===== config.mk =====
export PLATFORM = sky130hd
export DESIGN_NAME = dmr_readout
export DESIGN_NICKNAME = d
export VERILOG_FILES = /design/src/verilog/dmr_quad_counter.v /design/src/verilog/dmr_readout.v
export VERILOG_INCLUDE_DIRS = /design/src /design/src/verilog
export SDC_FILE = /design/constraint.sdc
export NUM_CORES = 1
export LEC_CHECK = 0
export BUFFER_PORTS_ARGS = -buffer_cell sky130_fd_sc_hd__buf_2
export CAP_MARGIN = 20
export CORE_ASPECT_RATIO = 0.5
export CORE_MARGIN = 2
export CORE_UTILIZATION = 30
export CTS_BUF_LIST = sky130_fd_sc_hd__clkbuf_4 sky130_fd_sc_hd__clkbuf_8 sky130_fd_sc_hd__clkbuf_16
export DETAILED_ROUTE_END_ITERATION = 7
export PLACE_DENSITY = 0.47
export RECOVER_POWER = 50
export REMOVE_ABC_BUFFERS = 1
export SYNTH_ARGS = -nofsm -noshare
export SYNTH_HDL_FRONTEND = slang
export SYNTH_HIERARCHICAL = 1
export SYNTH_SLANG_ARGS = --single-unit

===== constraint.sdc =====
create_clock -name clk -period 8.2 [get_ports clk]
set_input_delay 0.41 -clock clk [delete_from_list [all_inputs] [get_ports clk]]
set_output_delay 0.41 -clock clk [all_outputs]
set_load 0.005 [all_outputs]

===== src/verilog/dmr_defs.vh =====
// constants for the drive monitor readout bank
`ifndef DMR_DEFS_VH
`define DMR_DEFS_VH

// host addresses, monitor block base plus monitor index
`define DMR_ADDR_REMAIN_TIME   16'h7014
`define DMR_ADDR_PULSE_KHZ     16'h7012
`define DMR_ADDR_FB_SPEED      16'h7013
`define DMR_ADDR_LINEAR_SPEED  16'h7018
`define DMR_ADDR_PULSE_HZ      16'h701B
`define DMR_ADDR_COMM_MIRROR   16'h701C
`define DMR_ADDR_ENC_SPEED     16'h701D
`define DMR_ADDR_QUAD_POS      16'h7026
`define DMR_ADDR_ACT_LOW       16'h702B
`define DMR_ADDR_ACT_HIGH      16'h702C
`define DMR_ADDR_REV_COUNT     16'h703A
`define DMR_ADDR_STATE_WORD    16'h703D
`define DMR_ADDR_ENERGY_LOW    16'h704C
`define DMR_ADDR_ENERGY_HIGH   16'h704D
`define DMR_ADDR_ACT_LOW_MID   16'h7050
`define DMR_ADDR_ACT_LOW_TOP   16'h7051
`define DMR_ADDR_ACT_HIGH_TOP  16'h7052
// communication reference, the only writable address
`define DMR_ADDR_COMM_REF      16'h1000

// drive state word fields
`define DMR_ST_DIR_LSB         0
`define DMR_ST_TREND_LSB       2
`define DMR_ST_UNDERVOLT_BIT   4

// reset values
`define DMR_RST_WORD           16'h0000
`define DMR_RST_PPM            16'h03E8

// readout limits
`define DMR_TIME_MAX_TENTHS    16'hFDE8
`define DMR_SPEED2_LIMIT       17'sd32000
`define DMR_SPEED1_LIMIT       17'sd5000
`define DMR_ENERGY_LOW_MAX     16'h270F
`define DMR_PULSE_CNT_MAX      17'h1_86A0

// timing: pulse frequency gate
`define DMR_CLK_HZ             40000000
`define DMR_GATE_TIME_MS       1000
`define DMR_GATE_CYCLES        ((`DMR_CLK_HZ / 1000) * `DMR_GATE_TIME_MS)

`endif


===== src/verilog/dmr_quad_counter.v =====
// quadrature position and index revolution counters
`timescale 1ns/1ps
module dmr_quad_counter
#(
   parameter CNT_W = 16
)
(
   input  wire             clk,
   input  wire             rstn,
   input  wire             enc_a,
   input  wire             enc_b,
   input  wire             enc_z,
   output reg  [CNT_W-1:0] position,
   output reg  [CNT_W-1:0] revolutions
);

   reg prev_a;
   reg prev_b;
   reg prev_z;
   reg primed;
   reg last_up;
   wire moved   = (enc_a ^ prev_a) | (enc_b ^ prev_b);
   wire step_up = prev_a ^ enc_b;

   // every edge of a and b is one count; natural wrap of the counter
   always @(posedge clk or negedge rstn)
   begin
      if (!rstn)
      begin
         prev_a      <= 1'b0;
         prev_b      <= 1'b0;
         prev_z      <= 1'b0;
         primed      <= 1'b0;
         last_up     <= 1'b1;
         position    <= {CNT_W{1'b0}};
         revolutions <= {CNT_W{1'b0}};
      end
      else
      begin
         prev_a <= enc_a;
         prev_b <= enc_b;
         prev_z <= enc_z;
         primed <= 1'b1;
         // first cycle only loads history, else the reset level miscounts
         if (primed && moved)
         begin
            last_up <= step_up;
            if (step_up)
               position <= position + 1'b1;
            else
               position <= position - 1'b1;
         end
         if (primed && enc_z && !prev_z)
         begin
            if (last_up)
               revolutions <= revolutions + 1'b1;
            else
               revolutions <= revolutions - 1'b1;
         end
      end
   end

endmodule


===== src/verilog/dmr_readout.v =====
// drive monitor readout bank with host read port
`timescale 1ns/1ps
`include "dmr_defs.vh"
module dmr_readout
#(
   parameter GATE_CYCLES = `DMR_GATE_CYCLES,
   parameter DATA_W      = 16
)
(
   input  wire                clk,
   input  wire                rstn,
   input  wire                enc_a,
   input  wire                enc_b,
   input  wire                enc_z,
   input  wire                high_speed_pulse_input,
   input  wire [1:0]          run_dir,
   input  wire [1:0]          speed_trend,
   input  wire                bus_undervoltage,
   input  wire [3:0]          speed_decimal_places_setting,
   input  wire signed [16:0]  feedback_freq_centi_hz,
   input  wire signed [16:0]  encoder_freq_centi_hz,
   input  wire [15:0]         pulses_per_metre,
   input  wire [58:0]         function_active,
   input  wire                timed_run,
   input  wire [15:0]         time_left_tenths,
   input  wire                energy_tick,
   input  wire [15:0]         host_addr,
   input  wire                host_rd,
   input  wire                host_wr,
   input  wire [DATA_W-1:0]   host_wdata,
   output reg  [DATA_W-1:0]   host_rdata,
   output reg                 host_rvalid
);

   wire [15:0] quadrature_position_count;
   wire [15:0] index_revolution_count;
   reg  [15:0] pulse_input_frequency_hz;
   reg  [15:0] pulse_input_frequency_khz;
   reg  [15:0] linear_speed_readout;
   reg  [15:0] feedback_speed_readout;
   reg  [15:0] encoder_speed_readout;
   reg  [15:0] comm_reference_mirror;
   reg  [15:0] remaining_run_time;
   reg  [15:0] energy_accum_low;
   reg  [15:0] energy_accum_high;
   reg  [15:0] drive_state_word;
   reg  [39:0] input_function_activity_low;
   reg  [18:0] input_function_activity_high;

   // position and revolution counting kept in its own leaf
   dmr_quad_counter #(.CNT_W(16)) u_quad
   (
      .clk         (clk),
      .rstn        (rstn),
      .enc_a       (enc_a),
      .enc_b       (enc_b),
      .enc_z       (enc_z),
      .position    (quadrature_position_count),
      .revolutions (index_revolution_count)
   );

   // pulse counting over a one second gate
   // the count runs on to 100 khz for the kilohertz readout, while the
   // hertz readout saturates at its 16-bit ceiling instead
   reg  [31:0] gate_cnt;
   reg  [16:0] pulse_cnt;
   reg         prev_pulse;
   wire        gate_end   = (gate_cnt == GATE_CYCLES - 1);
   wire        pulse_rise = high_speed_pulse_input & ~prev_pulse;
   wire        cnt_full   = (pulse_cnt >= `DMR_PULSE_CNT_MAX);
   wire [15:0] hz_sat     = pulse_cnt[16] ? 16'hFFFF : pulse_cnt[15:0];
   // tens of hertz, at most 10000, so the slice below never loses bits
   wire [16:0] khz_full   = pulse_cnt / 17'd10;

   always @(posedge clk or negedge rstn)
   begin
      if (!rstn)
      begin
         gate_cnt                  <= 32'h0000_0000;
         pulse_cnt                 <= 17'h0_0000;
         prev_pulse                <= 1'b0;
         pulse_input_frequency_hz  <= `DMR_RST_WORD;
         pulse_input_frequency_khz <= `DMR_RST_WORD;
      end
      else
      begin
         prev_pulse <= high_speed_pulse_input;
         if (gate_end)
         begin
            gate_cnt                  <= 32'h0000_0000;
            pulse_cnt                 <= {16'h0000, pulse_rise};
            pulse_input_frequency_hz  <= hz_sat;
            // units of 10 hz are kilohertz with two decimals
            pulse_input_frequency_khz <= khz_full[15:0];
         end
         else
         begin
            gate_cnt <= gate_cnt + 32'h0000_0001;
            if (pulse_rise && !cnt_full)
               pulse_cnt <= pulse_cnt + 17'h0_0001;
         end
      end
   end

   // linear speed: hz*60 pulses per minute over ppm in tenths, so hz*600/ppm
   // serial divider, one bit per cycle, trades area for 32 cycles latency
   reg  [31:0] div_num;
   reg  [15:0] div_den;
   reg  [31:0] div_quo;
   reg  [16:0] div_rem;
   reg  [5:0]  div_bits;
   reg         div_busy;
   wire [16:0] rem_shift = {div_rem[15:0], div_num[31]};
   wire        rem_ge    = (rem_shift >= {1'b0, div_den});
   wire [31:0] ppm_num   = {16'h0000, hz_sat} * 32'd600;

   always @(posedge clk or negedge rstn)
   begin
      if (!rstn)
      begin
         div_num              <= 32'h0000_0000;
         div_den              <= `DMR_RST_PPM;
         div_quo              <= 32'h0000_0000;
         div_rem              <= 17'h0_0000;
         div_bits             <= 6'h00;
         div_busy             <= 1'b0;
         linear_speed_readout <= `DMR_RST_WORD;
      end
      else if (gate_end && !div_busy)
      begin
         div_num  <= ppm_num;
         // a zero setting would give an all-ones quotient, so it counts as one
         div_den  <= (pulses_per_metre == 16'h0000) ? 16'h0001 : pulses_per_metre;
         div_quo  <= 32'h0000_0000;
         div_rem  <= 17'h0_0000;
         div_bits <= 6'd32;
         div_busy <= 1'b1;
      end
      else if (div_busy)
      begin
         div_num  <= {div_num[30:0], 1'b0};
         div_rem  <= rem_ge ? (rem_shift - {1'b0, div_den}) : rem_shift;
         div_quo  <= {div_quo[30:0], rem_ge};
         div_bits <= div_bits - 6'd1;
         if (div_bits == 6'd1)
         begin
            div_busy <= 1'b0;
            // quotient saturates to the 16-bit readout
            linear_speed_readout <= (div_quo[30:15] != 16'h0000) ? 16'hFFFF :
                                    {div_quo[14:0], rem_ge};
         end
      end
   end

   // speed formatting from the decimal digit, clamped to its range
   // one decimal truncates toward zero and keeps the sign
   function [15:0] dmr_fmt_speed;
      input signed [16:0] centi;
      input               one_dec;
      reg   signed [16:0] v;
      begin
         v = one_dec ? (centi / 17'sd10) : centi;
         if (one_dec && v > `DMR_SPEED1_LIMIT)
            v = `DMR_SPEED1_LIMIT;
         else if (one_dec && v < -`DMR_SPEED1_LIMIT)
            v = -`DMR_SPEED1_LIMIT;
         else if (!one_dec && v > `DMR_SPEED2_LIMIT)
            v = `DMR_SPEED2_LIMIT;
         else if (!one_dec && v < -`DMR_SPEED2_LIMIT)
            v = -`DMR_SPEED2_LIMIT;
         dmr_fmt_speed = v[15:0];
      end
   endfunction

   // any digit other than one keeps the two-decimal format
   wire one_decimal = (speed_decimal_places_setting == 4'h1);

   // monitor snapshots and energy accumulation
   always @(posedge clk or negedge rstn)
   begin
      if (!rstn)
      begin
         feedback_speed_readout       <= `DMR_RST_WORD;
         encoder_speed_readout        <= `DMR_RST_WORD;
         remaining_run_time           <= `DMR_RST_WORD;
         drive_state_word             <= `DMR_RST_WORD;
         energy_accum_low             <= `DMR_RST_WORD;
         energy_accum_high            <= `DMR_RST_WORD;
         input_function_activity_low  <= 40'h00_0000_0000;
         input_function_activity_high <= 19'h0_0000;
      end
      else
      begin
         feedback_speed_readout <= dmr_fmt_speed(feedback_freq_centi_hz, one_decimal);
         encoder_speed_readout  <= dmr_fmt_speed(encoder_freq_centi_hz, one_decimal);
         // time left only during a timed run
         if (!timed_run)
            remaining_run_time <= `DMR_RST_WORD;
         else if (time_left_tenths > `DMR_TIME_MAX_TENTHS)
            remaining_run_time <= `DMR_TIME_MAX_TENTHS;
         else
            remaining_run_time <= time_left_tenths;
         drive_state_word <= `DMR_RST_WORD
            | ({14'h0000, run_dir} << `DMR_ST_DIR_LSB)
            | ({14'h0000, speed_trend} << `DMR_ST_TREND_LSB)
            | ({15'h0000, bus_undervoltage} << `DMR_ST_UNDERVOLT_BIT);
         // byte n holds functions 8n+1..8n+8, byte 0 is the rightmost digit
         input_function_activity_low  <= function_active[39:0];
         input_function_activity_high <= function_active[58:40];
         if (energy_tick)
         begin
            if (energy_accum_low == `DMR_ENERGY_LOW_MAX)
            begin
               energy_accum_low  <= `DMR_RST_WORD;
               energy_accum_high <= energy_accum_high + 16'h0001;
            end
            else
               energy_accum_low <= energy_accum_low + 16'h0001;
         end
      end
   end

   // host port: one write target, reads answered the cycle after the strobe
   always @(posedge clk or negedge rstn)
   begin
      if (!rstn)
      begin
         comm_reference_mirror <= `DMR_RST_WORD;
         host_rdata            <= {DATA_W{1'b0}};
         host_rvalid           <= 1'b0;
      end
      else
      begin
         // writes elsewhere, monitors included, fall through untouched
         if (host_wr && host_addr == `DMR_ADDR_COMM_REF)
            comm_reference_mirror <= host_wdata[15:0];
         // answer strobe follows every read by exactly one cycle
         host_rvalid <= host_rd;
         if (host_rd)
         begin
            if (host_addr == `DMR_ADDR_QUAD_POS)
               host_rdata <= quadrature_position_count;
            else if (host_addr == `DMR_ADDR_REV_COUNT)
               host_rdata <= index_revolution_count;
            else if (host_addr == `DMR_ADDR_PULSE_HZ)
               host_rdata <= pulse_input_frequency_hz;
            else if (host_addr == `DMR_ADDR_PULSE_KHZ)
               host_rdata <= pulse_input_frequency_khz;
            else if (host_addr == `DMR_ADDR_LINEAR_SPEED)
               host_rdata <= linear_speed_readout;
            else if (host_addr == `DMR_ADDR_FB_SPEED)
               host_rdata <= feedback_speed_readout;
            else if (host_addr == `DMR_ADDR_ENC_SPEED)
               host_rdata <= encoder_speed_readout;
            else if (host_addr == `DMR_ADDR_COMM_MIRROR)
               host_rdata <= comm_reference_mirror;
            else if (host_addr == `DMR_ADDR_REMAIN_TIME)
               host_rdata <= remaining_run_time;
            else if (host_addr == `DMR_ADDR_STATE_WORD)
               host_rdata <= drive_state_word;
            else if (host_addr == `DMR_ADDR_ENERGY_LOW)
               host_rdata <= energy_accum_low;
            else if (host_addr == `DMR_ADDR_ENERGY_HIGH)
               host_rdata <= energy_accum_high;
            else if (host_addr == `DMR_ADDR_ACT_LOW)
               host_rdata <= input_function_activity_low[15:0];
            else if (host_addr == `DMR_ADDR_ACT_LOW_MID)
               host_rdata <= input_function_activity_low[31:16];
            else if (host_addr == `DMR_ADDR_ACT_LOW_TOP)
               host_rdata <= {8'h00, input_function_activity_low[39:32]};
            else if (host_addr == `DMR_ADDR_ACT_HIGH)
               host_rdata <= input_function_activity_high[15:0];
            else if (host_addr == `DMR_ADDR_ACT_HIGH_TOP)
               host_rdata <= {13'h0000, input_function_activity_high[18:16]};
            else
               host_rdata <= {DATA_W{1'b0}}; // unmapped reads as zero
         end
      end
   end

endmodule

# After elaboration in Yosys (flattened, before gate mapping)
# Index checks and enable logic that the tools add are counted.
# totals
register_bits	414
inputBits	176
output_inout_bits	17
wordCells	160
# classes
add_sub_neg	10
multipliers	1
n_div	3
magnitude_cmp	11
eq_ne	22
n_mux	50
n_bitwise	9
n_reduce_logical	24
# op_table
operator	n
16-bit two-way mux	35
16-bit by 15-bit == test with 1-bit output (second input constant)	17
32-bit two-way mux	3
17-bit two-way mux	4
16-bit by 1-bit adder with 16-bit output (second input constant)	4
31-bit two-way mux	2
17-bit by 5-bit divider with 17-bit output (second input constant)	2
17-bit by 14-bit > comparator with 1-bit output (second input constant)	2
17-bit by 16-bit > comparator with 1-bit output (second input constant)	2
17-bit by 14-bit less-than comparator with 1-bit output (second input constant)	2
17-bit by 16-bit less-than comparator with 1-bit output (second input constant)	2
32-bit by 1-bit adder with 32-bit output (second input constant)	1
32-bit by 26-bit == test with 1-bit output (second input constant)	1
16-bit by 1-bit subtractor with 16-bit output (second input constant)	2
16-bit by 7-bit multiplier with 23-bit output (second input constant)	1
17-bit by 1-bit adder with 17-bit output (second input constant)	1
17-bit by 4-bit divider with 17-bit output (second input constant)	1
17-bit by 16-bit >= comparator with 1-bit output	1
17-bit >= comparator (second input constant)	1
16-bit by 13-bit == test with 1-bit output (second input constant)	1
16-bit by 14-bit == test with 1-bit output (second input constant)	1
16-bit > comparator (second input constant)	1
16-bit logical NOT	1
16-bit nonzero test	1
18 further kinds	41

# Depth between registers and ports, before layout
# logic_depth
ltp_word	18
depth_mapped	36
mapped_depth_nobuf	30

# By module
# Netlist, hierarchy kept.
# modules_own_cells
module	n_inst	cells_each	area_per_inst_um2	seq_area_each_um2
dmr_readout	1	3033	26182.6	9316.4
dmr_quad_counter	1	281	2542.4	927.1

# Worst setup path before layout
# OpenSTA, ideal clock, no wires.
# synth_path
kind	input -> register
startpoint	input encoder_freq_centi_hz[3]
endpoint	register encoder_speed_readout[3]
setup_ns	0.124
arrival_time_ns	7.962
slack_ns	0.114
cell_stages	31
path_buffers	4
path_cell_list	buf_2 or4_1 buf_2 o41ai_4 nand2_2 a21oi_1 mux2_2 or3_1 clkbuf_1 mux2_2 and2_1 buf_2 o211ai_2 mux2_2 o31ai_1 o211a_1 nor3_2 a221oi_2 a211o_1 a21boi_1 nor4b_1 ha_1 o2111ai_1 o41ai_1 xor2_1 nor3b_1 o21bai_1 nor4_2 o41ai_2 inv_1 a211o_1
# synth_via
elab_chain_len	8
elab_cells_between_ends	14
# synth_lines
element	line_no	text
start, declared	dmr_readout.v:21	input wire signed [16:0] encoder_freq_centi_hz,
17-bit by 5-bit divider with 17-bit output	dmr_readout.v:162	v = one_dec ? (centi / 17'sd10) : centi;
17-bit two-way mux (*)	dmr_readout.v:162	
17-bit by 16-bit less-than comparator with 1-bit output (no line)	--	
1-bit logical AND (no line)	--	
16-bit two-way mux	dmr_readout.v:169	else if (!one_dec && v < -`DMR_SPEED2_LIMIT)
16-bit two-way mux	dmr_readout.v:167	else if (!one_dec && v > `DMR_SPEED2_LIMIT)
16-bit two-way mux	dmr_readout.v:165	else if (one_dec && v < -`DMR_SPEED1_LIMIT)
16-bit two-way mux (*)	dmr_readout.v:163	if (one_dec && v > `DMR_SPEED1_LIMIT)
end signal, assigned	dmr_readout.v:184	encoder_speed_readout <= `DMR_RST_WORD;
end signal, assigned	dmr_readout.v:195	encoder_speed_readout <= dmr_fmt_speed(encoder_freq_centi_hz, one_decimal);
end, declared	dmr_readout.v:41	reg [15:0] encoder_speed_readout;
# Mark *: on every way between the ends. The rest lies on a longest branch, timed or not.
# A chain may end at the register's enable or synchronous reset.

# Worst setup path after layout
# layout_path
startpoint	input encoder_freq_centi_hz[0]
endpoint	register encoder_speed_readout[3]
# Same word-level chain as after synthesis.

==> out/results.ini <==
[logic_synthesis]
ys_seq_elements=409
syn_area_per_cell_sq_um=8.67
synth_top_cells_by_count=dfrtp_1, nand2_1, nor2_1
synth_top_cell_area_share=0.350
ys.flop_type=dfrtp_1
synth_edf_count=0
netlist_top_cells_area=dfrtp_1, nand2_1, ha_1, o21ai_0, xnor2_1
synth-async-reset-ratio=1.00
syn_area_sq_um=28700
ys_types=115
synth_most_common_cell=dfrtp_1
ys_warn_count=6
yosysTopAreaCell=dfrtp_1
seq_area_frac_synth=0.357
synth_cells=3314

[cts]
clk_latency_ns=0.60
clock_sinks=409
clock_path_buffers=3
tritoncts=done
htreeDepth=2
numCtsBuffers=44
cts_root_buffer=clkbuf_16
path_clk_slew_ns=0.06

[status]
violations=capacitance limit, slew limit
status=complete, but fails checks

[detailed_routing]
wirelength_mm=96.2
highest_layer=met4
num_vias=27200
wl_met1_mm=44.9
drtAntennaViolNets=0
post-route-drc-count=0
met2_length_mm=45.1
routedWlPerCell_microns=18.7
dr.pass1.iters=6
vias_per_cell=5.29
dr_wl_met3_mm=3.48
drtIter0Drc=2038

[grt]
grt_pass1_wl_mm=152
grt.total_usage=0.191
grt_max_degree=189
grt_overflow=0
antenna_found_initial=1
grt_pass1_vias=26900

[placed_design]
dp_slack_ns=-0.577
globalplace.congestion=0.902
placed_area_sq_um=33700
dp_hpwl_mm=72.5
io_buffers=192

[timing]
fin_skew_ns=0.0288
period_share=0.946
finalHoldViolations=0
worst_pin_slew_ns=4.59
min_period_ns=7.76
setup_viol=0
post-route-worst-setup-slack_ns=0.442
slew-limit-headroom=-2.06
slew_violations=442
fmax_mhz=129

[floorplanning]
coreArea_sq_um=95100
die_area_sq_um=98400
start_util=0.302
io_pins=193
die_h_microns=223
die_w_microns=442
rows=80

[worst_setup_path]
critical_path_required_ns=8.67
critPathArrivalTime_ns=8.23
timing.critical_path.mode_cell=buf_4
critical_path_class=in -> reg
cpMaxStageDelayCell=or4b_1
cp_max_fo=8
end_kind=register
critical_path.max_stage_delay_ns=0.57
crit_path_start_kind=input pin
crit_start=encoder_freq_centi_hz[0]
reg2reg_from=pulse_cnt[16]

[layout]
fill_cells=9722
nNetsFinal=4136
drive_gt1_frac=0.213
syn2layout_area_growth_pct=26.3
final_area_sq_um=36300

[pwr]
p_per_area_nw_per_um2=237
ir_drop_mv=0.187
leakage_nw=15.9
power_mw=8.58

[job]
drv_cap=5

[worst_hold_path]
hold_path.class=in -> reg
min-delay-start=host_wdata[10]

## layout by cell type (no fill, tap or decap), types with 22 or more instances in the layout
cell	instances
a21o_1	27
nand4_1	59
o21bai_1	29
a222oi_1	32
mux2_2	44
inv_1	155
xor2_1	75
nor2_1	257
buf_4	384
nand2_1	383
or3_1	22
fa_1	25
a221oi_1	31
nand3_1	95
o31ai_1	24
a21oi_1	167
buf_2	160
clkbuf_1	37
ha_1	103
o211ai_1	42
or2_2	25
nor4_1	35
nor2b_1	23
o21ai_0	219
xnor2_1	124
dlygate4sd3_1	69
nor3_1	78
mux2i_1	44
dfrtp_1	401
and3_1	33
o21a_1	22
a31oi_1	34
a211oi_1	23
nand2b_1	33
clkbuf_16	44
a22oi_1	29
## per-layer routing
metal,vias up,global-route usage
li1,13200,-
met1,13300,0.260
met2,540,0.322
met3,125,0.0195
met4,0,0.0552
met5,-,0
## cells by family after synthesis
| family | Yosys count | share of synthesized area |
|---|---|---|
| AND/OR/NAND/NOR | 1186 | 0.202 |
| AO/OA/AOI/OAI | 942 | 0.232 |
| XOR/XNOR | 205 | 0.0638 |
| multiplexers | 89 | 0.0331 |
| flip-flops | 409 | 0.357 |
| other | 1 | 0.000131 |
| adder cells (fa/ha/maj) | 136 | 0.0652 |
| buffers and inverters | 346 | 0.0477 |
## power breakdown
| part | leakage (nW) | switching (mW) | internal, mW |
|---|---|---|---|
| Sequential | 5.26 | 0.269 | 2.17 |
| Combinational | 9.85 | 2.06 | 1.76 |
| Clock | 0.818 | 0.909 | 1.42 |
## registers in the layout (all words and copies together) (netlist names), 16 cells and up
register / cells
linear_speed_readout: 16
div_rem: 16
remaining_run_time: 16
input_function_activity_high: 19
div_den: 16
div_quo: 31
u_quad/position: 16
energy_accum_high: 16
host_rdata: 16
u_quad/revolutions: 16
gate_cnt: 32
div_num: 29
energy_accum_low: 16
encoder_speed_readout: 16
pulse_input_frequency_hz: 16
feedback_speed_readout: 16
input_function_activity_low: 40
pulse_cnt: 17
comm_reference_mirror: 16
## what timing repair did
item | in CTS | in global routing
setup buffers | 0 | 2
pin swaps | 0 | 4
setup endpoints to repair | 1 | 28
hold buffers | 69 | 0
hold endpoints to repair | 138 | 0
gates resized for setup | 1 | 53
## worst paths after layout
check | slack, ns | cells past startpoint | to
setup / recovery | 0.44 | 35 | encoder_speed_readout[3]
hold / removal | 0.04 | 2 | comm_reference_mirror[10]
setup reg to reg | 0.95 | 22 | pulse_input_frequency_khz[0]
hold reg to reg | 0.46 | 1 | gate_cnt[8]
max in group asynchronous | 1.63 | 3 | u_quad/prev_z
min in group asynchronous | 2.01 | 2 | pulse_cnt[5]
## metrics by stage
stage	util	TNS (ns)	instances	hold slack, ns
2_1_floorplan	-	-6.77	3124	0.114
3_3_place_gp	0.354	-8.78	4983	0.432
3_5_place_dp	0.354	-10.03	4983	0.445
4_1_cts	0.379	0	5134	0.00555
5_1_grt	0.381	-0.119	5139	0.0256
6_report	0.381	0	5140	0.0438
## worst max-delay path: cells and delay by family
kind	cells	cell delay (ns)
and+or+nand+nor	7	2.16
muxes	4	0.92
AOI/OAI and AO/OA	13	2.98
adders and majority gates	2	0.44
xor gates and xnor gates	1	0.17
buffers and inverters	8	1.12
## cell type report
class	count	area [sq um]	area share
multi-input combinational	2559	17500	0.481
sequential	409	10200	0.283
timing repair buffer	661	4690	0.129
tap	1271	1590	0.0438
clock buffer	55	1220	0.0337
inverter	156	586	0.0161
clock inverter	27	468	0.0129
antenna	2	5.00	0.000138
(Power assumes the default switching activity.)
